===== config.mk =====
export PLATFORM = sky130hd
export DESIGN_NAME = wer_route_masks
export DESIGN_NICKNAME = d
export VERILOG_FILES = /design/src/shared/wer_pkg.sv /design/src/wer_sync.sv /design/src/wer_route_masks.sv
export SDC_FILE = /design/constraint.sdc
export NUM_CORES = 1
export LEC_CHECK = 0
export CAP_MARGIN = 25
export CORE_MARGIN = 3
export CORE_UTILIZATION = 45
export CTS_CLUSTER_DIAMETER = 150
export DETAILED_ROUTE_END_ITERATION = 12
export DONT_BUFFER_PORTS = 1
export GPL_ROUTABILITY_DRIVEN = 1
export GPL_TIMING_DRIVEN = 0
export PLACE_DENSITY = 0.63
export SLEW_MARGIN = 20
export SYNTH_ARGS = -nofsm -noshare
export SYNTH_HDL_FRONTEND = slang
export SYNTH_SLANG_ARGS = --single-unit

===== constraint.sdc =====
create_clock -name clock -period 3.99 [get_ports clock]
set_clock_uncertainty 0.2 [all_clocks]
set_input_delay 0.1995 -clock clock [delete_from_list [all_inputs] [get_ports clock]]
set_output_delay 0.1995 -clock clock [all_outputs]
set_load 0.005 [all_outputs]

===== src/shared/wer_pkg.sv =====
// package of offsets, reset values and types for the wake event route masks
`default_nettype none
package wer_pkg;
  // ***********************************************************
  // register indices (byte address is four times the index)
  // ***********************************************************
  localparam logic [5:0] WER_IDX_STANDBY_LEGACY = 6'h19;
  localparam logic [5:0] WER_IDX_STANDBY_GENERAL = 6'h1A;
  localparam logic [5:0] WER_IDX_BUTTON_LEGACY = 6'h1B;
  localparam logic [5:0] WER_IDX_BUTTON_GENERAL = 6'h1C;
  localparam logic [5:0] WER_IDX_CONTROL = 6'h1D;
  localparam logic [5:0] WER_IDX_STATUS = 6'h1E;
  // ***********************************************************
  // reset values and field positions
  // ***********************************************************
  localparam logic [4:0] WER_RST_STANDBY_LEGACY = 5'h1F;
  localparam logic [7:0] WER_RST_STANDBY_GENERAL = 8'hFF;
  localparam logic [4:0] WER_RST_BUTTON_LEGACY = 5'h00;
  localparam logic [7:0] WER_RST_BUTTON_GENERAL = 8'h00;
  localparam int WER_CTRL_SOFT_RESET_BIT = 0;
  localparam int WER_STAT_SUPPLY_BIT = 16;
  localparam int WER_STAT_GENERAL_LSB = 8;
  localparam int WER_LEGACY_W = 5;
  localparam int WER_GENERAL_W = 8;
  localparam int WER_SYNC_W = 14;
  // ***********************************************************
  // bus answers
  // ***********************************************************
  localparam logic [1:0] WER_RESP_OKAY = 2'h0;
  localparam logic [1:0] WER_RESP_SLVERR = 2'h2;
  // ***********************************************************
  // types
  // ***********************************************************
  // legacy: 4 consumer_infrared_event, 3 mouse, 2 keyboard_event,
  // 1 ring_indicator_two, 0 ring_indicator_one
  typedef struct packed {
    logic [7:0] general;
    logic [4:0] legacy;
  } wer_events_s;
endpackage
`default_nettype wire


===== src/wer_sync.sv =====
// three-stage input synchroniser with agreement filter
`timescale 1ns/100ps
`default_nettype none
module wer_sync #(
  parameter int WIDTH = 14
) (
  input  wire logic             clock,
  input  wire logic             rst,
  input  wire logic             ce,
  input  wire logic [WIDTH-1:0] d,
  output var  logic [WIDTH-1:0] q
);
  logic [WIDTH-1:0] stage1;
  logic [WIDTH-1:0] stage2;
  logic [WIDTH-1:0] stage3;

  // ***********************************************************
  // flop chain
  // ***********************************************************
  always_ff @(posedge clock or posedge rst) begin
    if (rst) begin
      stage1 <= '0;
      stage2 <= '0;
      stage3 <= '0;
    end else if (ce) begin
      stage1 <= d;
      stage2 <= stage1;
      stage3 <= stage2;
    end
  end

  // ***********************************************************
  // accept a change once stages two and three agree
  // ***********************************************************
  always_ff @(posedge clock or posedge rst) begin
    if (rst) begin
      q <= '0;
    end else if (ce) begin
      for (int i = 0; i < WIDTH; i++) begin
        if (stage2[i] == stage3[i]) begin
          q[i] <= stage3[i];
        end
      end
    end
  end
endmodule
`default_nettype wire


===== src/wer_route_masks.sv =====
// wake event route masks: axi4-lite register bank and event gating
// Operation
// - the standby legacy-source mask loads 1Fh on power-up or software reset.
// - with main supply absent, legacy events reach detectors only where the mask bit is 1.
// - the standby general-input mask loads FFh on power-up or software reset.
// - with main supply absent, general input n reaches its detector only if mask bit n is 1.
// - both button masks clear to 00h on power-up or software reset.
// - legacy events reach the button pulse generator only where the enable bit is 1.
// - general inputs reach the button pulse generator only where the second mask bit is 1.
// - with main supply present, the separate present-supply mask pair replaces the standby masks for detectors; button masks still apply.
//
// Decided for this implementation: the AXI4-Lite interface to the registers.
`timescale 1ns/100ps
`default_nettype none
module wer_route_masks
  import wer_pkg::*;
(
  input  wire logic        clock,
  input  wire logic        rst,
  input  wire logic        ce,
  input  wire logic [7:0]  s_axi_awaddr,
  input  wire logic        s_axi_awvalid,
  output var  logic        s_axi_awready,
  input  wire logic [31:0] s_axi_wdata,
  input  wire logic [3:0]  s_axi_wstrb,
  input  wire logic        s_axi_wvalid,
  output var  logic        s_axi_wready,
  output var  logic [1:0]  s_axi_bresp,
  output var  logic        s_axi_bvalid,
  input  wire logic        s_axi_bready,
  input  wire logic [7:0]  s_axi_araddr,
  input  wire logic        s_axi_arvalid,
  output var  logic        s_axi_arready,
  output var  logic [31:0] s_axi_rdata,
  output var  logic [1:0]  s_axi_rresp,
  output var  logic        s_axi_rvalid,
  input  wire logic        s_axi_rready,
  input  wire wer_events_s raw_events,
  input  wire logic        main_supply_present,
  input  wire wer_events_s present_route_masks,
  output var  wer_events_s detector_events,
  output var  wer_events_s button_events
);
  logic [7:0]  aw_addr_q;
  logic [31:0] w_data_q;
  logic [3:0]  w_strb_q;
  logic        do_write;
  logic [5:0]  wr_idx;
  logic        soft_reset;
  logic [4:0]  standby_route_legacy_sources;
  logic [7:0]  standby_route_general_inputs;
  logic [4:0]  button_route_legacy_sources;
  logic [7:0]  button_route_general_inputs;
  logic [13:0] sync_q;
  wer_events_s events_s;
  logic        supply_s;

  // ***********************************************************
  // helpers
  // ***********************************************************
  function automatic logic [5:0] reg_index(input logic [7:0] addr);
    return addr[7:2];
  endfunction

  function automatic logic is_mapped(input logic [5:0] idx);
    return (idx >= WER_IDX_STANDBY_LEGACY) && (idx <= WER_IDX_STATUS);
  endfunction

  function automatic wer_events_s gate(input wer_events_s ev, input wer_events_s en);
    return ev & en;
  endfunction

  // ***********************************************************
  // pin synchronisers
  // ***********************************************************
  wer_sync #(
    .WIDTH(WER_SYNC_W)
  ) u_sync (
    .clock(clock),
    .rst  (rst),
    .ce   (ce),
    .d    ({main_supply_present, raw_events}),
    .q    (sync_q)
  );

  assign events_s = sync_q[12:0];
  assign supply_s = sync_q[13];

  // ***********************************************************
  // write channel
  // ***********************************************************
  assign do_write = !s_axi_awready && !s_axi_wready && !s_axi_bvalid;
  assign wr_idx   = reg_index(aw_addr_q);
  assign soft_reset = do_write && (wr_idx == WER_IDX_CONTROL) && w_strb_q[0]
                      && w_data_q[WER_CTRL_SOFT_RESET_BIT];

  always_ff @(posedge clock or posedge rst) begin
    if (rst) begin
      s_axi_awready <= 1'b1;
      s_axi_wready  <= 1'b1;
      s_axi_bvalid  <= 1'b0;
      s_axi_bresp   <= WER_RESP_OKAY;
      aw_addr_q     <= 8'h00;
      w_data_q      <= 32'h00000000;
      w_strb_q      <= 4'h0;
    end else if (ce) begin
      if (s_axi_awvalid && s_axi_awready) begin
        aw_addr_q     <= s_axi_awaddr;
        s_axi_awready <= 1'b0;
      end
      if (s_axi_wvalid && s_axi_wready) begin
        w_data_q     <= s_axi_wdata;
        w_strb_q     <= s_axi_wstrb;
        s_axi_wready <= 1'b0;
      end
      if (do_write) begin
        s_axi_bvalid <= 1'b1;
        s_axi_bresp  <= is_mapped(wr_idx) ? WER_RESP_OKAY : WER_RESP_SLVERR;
      end
      if (s_axi_bvalid && s_axi_bready) begin
        s_axi_bvalid  <= 1'b0;
        s_axi_awready <= 1'b1;
        s_axi_wready  <= 1'b1;
      end
    end
  end

  // ***********************************************************
  // mask registers
  // ***********************************************************
  always_ff @(posedge clock or posedge rst) begin
    if (rst) begin
      standby_route_legacy_sources <= WER_RST_STANDBY_LEGACY;
      standby_route_general_inputs <= WER_RST_STANDBY_GENERAL;
      button_route_legacy_sources  <= WER_RST_BUTTON_LEGACY;
      button_route_general_inputs  <= WER_RST_BUTTON_GENERAL;
    end else if (ce) begin
      if (soft_reset) begin
        standby_route_legacy_sources <= WER_RST_STANDBY_LEGACY;
        standby_route_general_inputs <= WER_RST_STANDBY_GENERAL;
        button_route_legacy_sources  <= WER_RST_BUTTON_LEGACY;
        button_route_general_inputs  <= WER_RST_BUTTON_GENERAL;
      end else if (do_write && w_strb_q[0]) begin
        case (wr_idx)
          WER_IDX_STANDBY_LEGACY:  standby_route_legacy_sources <= w_data_q[4:0];
          WER_IDX_STANDBY_GENERAL: standby_route_general_inputs <= w_data_q[7:0];
          WER_IDX_BUTTON_LEGACY:   button_route_legacy_sources  <= w_data_q[4:0];
          WER_IDX_BUTTON_GENERAL:  button_route_general_inputs  <= w_data_q[7:0];
          default: begin
          end
        endcase
      end
    end
  end

  // ***********************************************************
  // read channel
  // ***********************************************************
  always_ff @(posedge clock or posedge rst) begin
    if (rst) begin
      s_axi_arready <= 1'b1;
      s_axi_rvalid  <= 1'b0;
      s_axi_rdata   <= 32'h00000000;
      s_axi_rresp   <= WER_RESP_OKAY;
    end else if (ce) begin
      if (s_axi_arvalid && s_axi_arready) begin
        s_axi_arready <= 1'b0;
        s_axi_rvalid  <= 1'b1;
        s_axi_rresp   <= is_mapped(reg_index(s_axi_araddr)) ? WER_RESP_OKAY
                                                            : WER_RESP_SLVERR;
        case (reg_index(s_axi_araddr))
          WER_IDX_STANDBY_LEGACY:  s_axi_rdata <= {27'h0000000, standby_route_legacy_sources};
          WER_IDX_STANDBY_GENERAL: s_axi_rdata <= {24'h000000, standby_route_general_inputs};
          WER_IDX_BUTTON_LEGACY:   s_axi_rdata <= {27'h0000000, button_route_legacy_sources};
          WER_IDX_BUTTON_GENERAL:  s_axi_rdata <= {24'h000000, button_route_general_inputs};
          WER_IDX_STATUS: begin
            s_axi_rdata <= {15'h0000, supply_s, events_s.general, 3'h0, events_s.legacy};
          end
          default: s_axi_rdata <= 32'h00000000;
        endcase
      end
      if (s_axi_rvalid && s_axi_rready) begin
        s_axi_rvalid  <= 1'b0;
        s_axi_arready <= 1'b1;
      end
    end
  end

  // ***********************************************************
  // event routing
  // ***********************************************************
  always_ff @(posedge clock or posedge rst) begin
    if (rst) begin
      detector_events <= '0;
      button_events   <= '0;
    end else if (ce) begin
      if (supply_s) begin
        detector_events <= gate(events_s, present_route_masks);
      end else begin
        detector_events.legacy  <= events_s.legacy & standby_route_legacy_sources;
        detector_events.general <= events_s.general & standby_route_general_inputs;
      end
      button_events.legacy  <= events_s.legacy & button_route_legacy_sources;
      button_events.general <= events_s.general & button_route_general_inputs;
    end
  end
endmodule
`default_nettype wire


[Word-level counts from Yosys, hierarchy flattened]
Cells that the tools add are included.
Word-level totals
  register bits: 166
  output and inout port bits: 67
  word-level logic and storage cells: 146
Cells by class
  reductions and logical operators: 51
  magnitude comparators: 4
  mux-type cells: 26
  eq/ne operators: 24
  bitwise logic cells: 5
Operators with widths (number)
  case mux 17 bit (5 select lines): 1
  equality test 6 x 5 -> 1 bit, second input constant: 10
  2-to-1 mux 8 bit: 6
  AND reduction 2 bit: 22
  2-to-1 mux 5 bit: 6
  nonzero test 2 bit: 9
  AND 8 bit: 2
  equality test 1 bit: 14
  AND 13 bit: 1
  logical AND 1 bit: 13
  2-to-1 mux 13 bit: 1
  greater-or-equal comparator 6 x 5 -> 1 bit, second input constant: 2
  <= comparator 6 x 5 -> 1 bit, second input constant: 2
  AND reduction 3 bit: 4
  AND 5 bit: 2
  2-to-1 mux 1 bit: 10
  2-to-1 mux 2 bit: 2
  zero test 1 bit: 3

[Longest topological paths before layout]
  depth in word-level cells: 8
  depth in mapped cells: 6

[Hierarchy]
From an unflattened synthesis, not the netlist that was laid out.
Second synthesis, totals
  cell total of the unflattened synthesis: 548
  area, all modules: 6537.5 µm²
By module, submodules not included
  wer_route_masks: sequential area each 2297.2 µm², times used 1, area each 4276.6 µm², cells an instance 397
  wer_sync: sequential area each 1401.3 µm², times used 1, area each 2260.9 µm², cells an instance 151

[Least setup slack after synthesis]
Ideal clock, no wire load.
  path type: register to register
  start: register s_axi_bvalid
  end: register standby_route_legacy_sources[0]
  buffers on the path: 0
  period minus slack after synthesis: 1916 ps
  data arrival time: 1634 ps
  path slack: 2074 ps
  library setup time: 82 ps
  cell stages (with the launch flop): 4
  required time: 3708 ps
  path through: dfrtp_1 -> nor4b_4 -> o2111a_2 -> mux2_2
Between the ends
  cells in the longest elaborated chain, start to end: 7
  elaborated cells on any way between the ends: 10
  classes of those cells: mux: 1; reduce/logical: 9
RTL lines
  start: declaration: RTL line wer_route_masks.sv:29  | output var logic s_axi_bvalid,
  start signal: assignment: RTL line wer_route_masks.sv:101  | s_axi_bvalid <= 1'b0;
  start signal: assignment: RTL line wer_route_masks.sv:117  | s_axi_bvalid <= 1'b1;
  start signal: assignment: RTL line wer_route_masks.sv:121  | s_axi_bvalid <= 1'b0;
  zero test 1 bit *: RTL line wer_route_masks.sv:92  | assign do_write = !s_axi_awready && !s_axi_wready && !s_axi_bvalid;
  logical AND 1 bit *: RTL line wer_route_masks.sv:92
  logical AND 1 bit (2 in series): RTL line wer_route_masks.sv:94  | assign soft_reset = do_write && (wr_idx == WER_IDX_CONTROL) && w_strb_q[0]
  logical AND 1 bit: RTL line wer_route_masks.sv:95  | && w_data_q[WER_CTRL_SOFT_RESET_BIT];
  nonzero test 2 bit (no source line)
  AND reduction 3 bit (no source line)
  end signal: assignment: RTL line wer_route_masks.sv:145  | WER_IDX_STANDBY_LEGACY: standby_route_legacy_sources <= w_data_q[4:0];
  end: declaration: RTL line wer_route_masks.sv:50  | logic [4:0] standby_route_legacy_sources;
Mark *: on every way between the ends. The rest lies on a longest branch, timed or not.
A chain may end at the register's enable or synchronous reset.

[Final worst setup path]
  start: register s_axi_bvalid
  end: register button_route_general_inputs[3]
Between the ends
  cells in the longest elaborated chain, start to end: 7
  elaborated cells on any way between the ends: 10
  classes of those cells: mux: 1; reduce/logical: 9
RTL lines
  zero test 1 bit *: RTL line wer_route_masks.sv:92
  logical AND 1 bit *: RTL line wer_route_masks.sv:92
  logical AND 1 bit (2 in series): RTL line wer_route_masks.sv:94
  logical AND 1 bit: RTL line wer_route_masks.sv:95
  nonzero test 2 bit (no source line)
  AND reduction 3 bit (no source line)
  end signal: assignment: RTL line wer_route_masks.sv:148  | WER_IDX_BUTTON_GENERAL: button_route_general_inputs <= w_data_q[7:0];
  end: declaration: RTL line wer_route_masks.sv:53  | logic [7:0] button_route_general_inputs;
Marks and branches as above.

==> flow_summary.toml <==
[setup_path]
path_class = "flip-flop to flip-flop"
path_buf_inv = 1
startpoint = "s_axi_bvalid"
startpoint_type = "flip-flop"
crit_path_top_delay_cell = "nor4b_4"
max_stage_delay_ps = 690
r2r_start = "s_axi_bvalid"
worstPathMaxFanout = 10
r2r_end = "button_route_general_inputs[3]"
cp_top_family = "simple AND/OR/NAND/NOR gates"
ff2ff_path_depth = 5
arrival_ps = 2350
crit_path_end_kind = "flip-flop"
cp_cell_sequence = "nor4b_4 > o2111ai_4 > clkbuf_8 > nand2_1 > o21ai_0"
required_ps = 4080
reg2reg_setup_slack_ps = 1730

[placed_design]
dp_worst_setup_slack_ps = 1780
io_buffers = 0
gp_congestion = 0.875
hpwl_um = 12400
dp_cells = 782
place_area_mm2 = 0.00693

[clock_tree]
h-tree-depth = 4
clock-root-buffer = "clkbuf_16"
cts_buffers = 17
clk_latency_ps = 430
cts_buffer_depth = 2
clk_pin_slew_ps = 60
cts.sinks = 147
cts_tree = "done"

[outcome]
status = "finished, final reports clean"

[global_routing]
antenna_found_initial = 0
grt_pass1_vias = 4911
overflow = 0
grt_max_degree = 31
grt_pass1_wl_um = 27300
grt_usage_pct = 22.3

[die]
core_area_mm2 = 0.0140
rows = 43
die_area_mm2 = 0.0160
die_h_um = 126
io_pins = 154
start_util_pct = 46.5
die_w_um = 126

[detailed_routing]
vias = 4748
drt-total-wl_um = 17100
wl_per_cell_um = 19.8
firstDrtPassIters = 4
drc = 0
drtIter0Drc = 319
viasPerCell = 5.49
final_antenna_net_count = 0

[finish]
syn2layout_area_growth_pct = 22.3
final_area_mm2 = 0.00799
antenna_cells = 0
n_fill_cell = 1181
final_core_util_pct = 56.9
drive_gt1_share_pct = 21.5
instances_no_fill = 865
layout.nets = 760

[synthesis]
synth_seq_cells = 147
synth_warnings = 0
synth_seq_area_share_pct = 56.6
syn_inst = 581
ys_types = 48
syn_area_per_cell_um2 = 11.2
synth_area_mm2 = 0.00653

[power_and_ir_drop]
peakVddDrop_v = 0.000328
leakagePower_nw = 3.44
power.total_mw = 4.49
power.density_mw_per_mm2 = 562

[timing]
rsz0062_at_grt = "no"
whs_ps = 33.9
setup_tns_ps = 0
worst_slack_ps = 1730
fmaxAchievable_ghz = 0.443
max-slew-margin-rel_pct = 39.9
finalSetupViolCount = 0
hold_viol = 0
finalCriticalPeriod_ps = 2260
fin_crit_sh_pct = 56.6
worst_pin_slew_ps = 894
maxSlewViolCount = 0

[run]
cap_violations = 0

[worst_hold_path]
whs_path_depth = 2
min_from = "s_axi_araddr[2]"
holdPathEnd = "s_axi_rdata[4]"
hold_class = "input pin to flip-flop"
==> what timing repair did <==
item                       CTS  global route
setup buffers                0             0
resized for setup            0             0
setup endpoints to repair    0             0
hold endpoints to repair   117             0
hold buffers                51             0
==> flip-flops by register name (all words and copies together), names as in the netlist <==
register / cells
u_sync.q: 14
u_sync.stage3: 14
button_route_legacy_sources: 5
s_axi_arready: 1
aw_addr_q: 6
detector_events: 13
standby_route_general_inputs: 8
s_axi_awready: 1
standby_route_legacy_sources: 5
s_axi_rresp: 1
u_sync.stage2: 14
w_data_q: 8
button_events: 13
s_axi_rdata: 17
button_route_general_inputs: 8
w_strb_q: 1
s_axi_bvalid: 1
s_axi_wready: 1
s_axi_bresp: 1
s_axi_rvalid: 1
u_sync.stage1: 14
==> power breakdown <==
part	switching (mW)	internal, mW
clock network	0.608	0.883
registers	0.331	1.83
logic	0.422	0.423
==> kinds of logic (layout without fill, tap and decap cells) <==
logic type,count (synthesis),count (layout),share of synthesized area (%)
other,1,17,0.0574
flip-flops,147,147,56.6
AND/OR/NAND/NOR,151,151,11.6
buffers and inverters,82,170,6.24
AO/OA/AOI/OAI,118,118,11.8
multiplexers,82,82,13.7
==> final cells by class <==
type	count	area (um^2)	share of cell area (%)
flip-flops and latches	147	3700	46.3
multi-input cells	368	2490	31.1
repair buffers	57	623	7.80
clock buffers	22	464	5.81
plain buffers	46	273	3.41
well taps	180	225	2.82
inverters	36	139	1.74
clock inverters	9	81.3	1.02
==> how the worst max path moves through the flow <==
stage	to	depth (start not counted)
2_1_floorplan	aw_addr_q[2]	1
3_3_place_gp	u_sync.stage2[2]	1
3_5_place_dp	button_route_general_inputs[3]	5
4_1_cts	button_route_general_inputs[3]	5
5_1_grt	button_route_general_inputs[5]	5
6_report	button_route_general_inputs[3]	5
==> cells in the final DEF (no fill, tap or decap), types with 3 or more instances in the layout <==
cell type / instances
dfrtp_1: 131
mux2_2: 59
dlygate4sd3_1: 51
nor2_1: 42
nand2_1: 40
inv_1: 35
a21oi_1: 32
o21ai_0: 27
mux2i_1: 23
buf_4: 19
nand3_1: 18
nand2b_1: 17
conb_1: 17
clkbuf_16: 17
dfstp_2: 16
clkbuf_1: 13
o22ai_1: 13
nor3_1: 12
buf_1: 9
a22o_1: 9
a22oi_1: 8
buf_2: 6
o31ai_1: 6
and2_1: 5
a211oi_1: 5
a31oi_1: 4
clkinvlp_4: 4
clkinv_2: 4
buf_12: 4
a32o_1: 3
clkbuf_8: 3
nand4_1: 3
o21ai_2: 3
==> routing by layer <==
metal	wire length, um	vias up	global-route usage (%)
li1	-	2182	-
met1	7310	2371	28.6
met2	8070	165	34.5
met3	1280	30	7.41
met4	465	0	10.0
met5	0	-	0
==> cells in the mapped netlist (all sizes together) <==
master | count | area (um^2)
nand4 | 3 | 18.8
inv | 36 | 135
clkbuf | 11 | 51.3
and4b | 2 | 20.0
and2b | 1 | 8.76
dfstp | 16 | 420
o31ai | 6 | 45.0
nor3 | 12 | 60.1
nor4 | 2 | 25.0
buf | 34 | 213
nand2b | 17 | 106
nand2 | 40 | 150
nor3b | 1 | 7.51
a21o | 1 | 8.76
a211oi | 5 | 37.5
and3b | 2 | 17.5
a2111o | 1 | 11.3
nand3b | 1 | 7.51
and2 | 5 | 31.3
o22ai | 13 | 81.3
o31a | 1 | 8.76
nor2 | 42 | 158
a22o | 9 | 78.8
o2111a | 1 | 12.5
a31oi | 4 | 25.0
nor2b | 2 | 12.5
dfrtp | 131 | 3280
dlygate4sd2 | 1 | 8.76
nand3 | 19 | 100
o21ai | 30 | 161
a22oi | 8 | 60.1
a21oi | 32 | 160
mux2i | 23 | 230
o211a | 1 | 10.0
o2111ai | 2 | 35.0
a32o | 3 | 30.0
o211ai | 1 | 7.51
conb | 1 | 3.75
mux2 | 59 | 664
nor4b | 2 | 32.5
No activity file was read; power rests on OpenSTA's default activity.
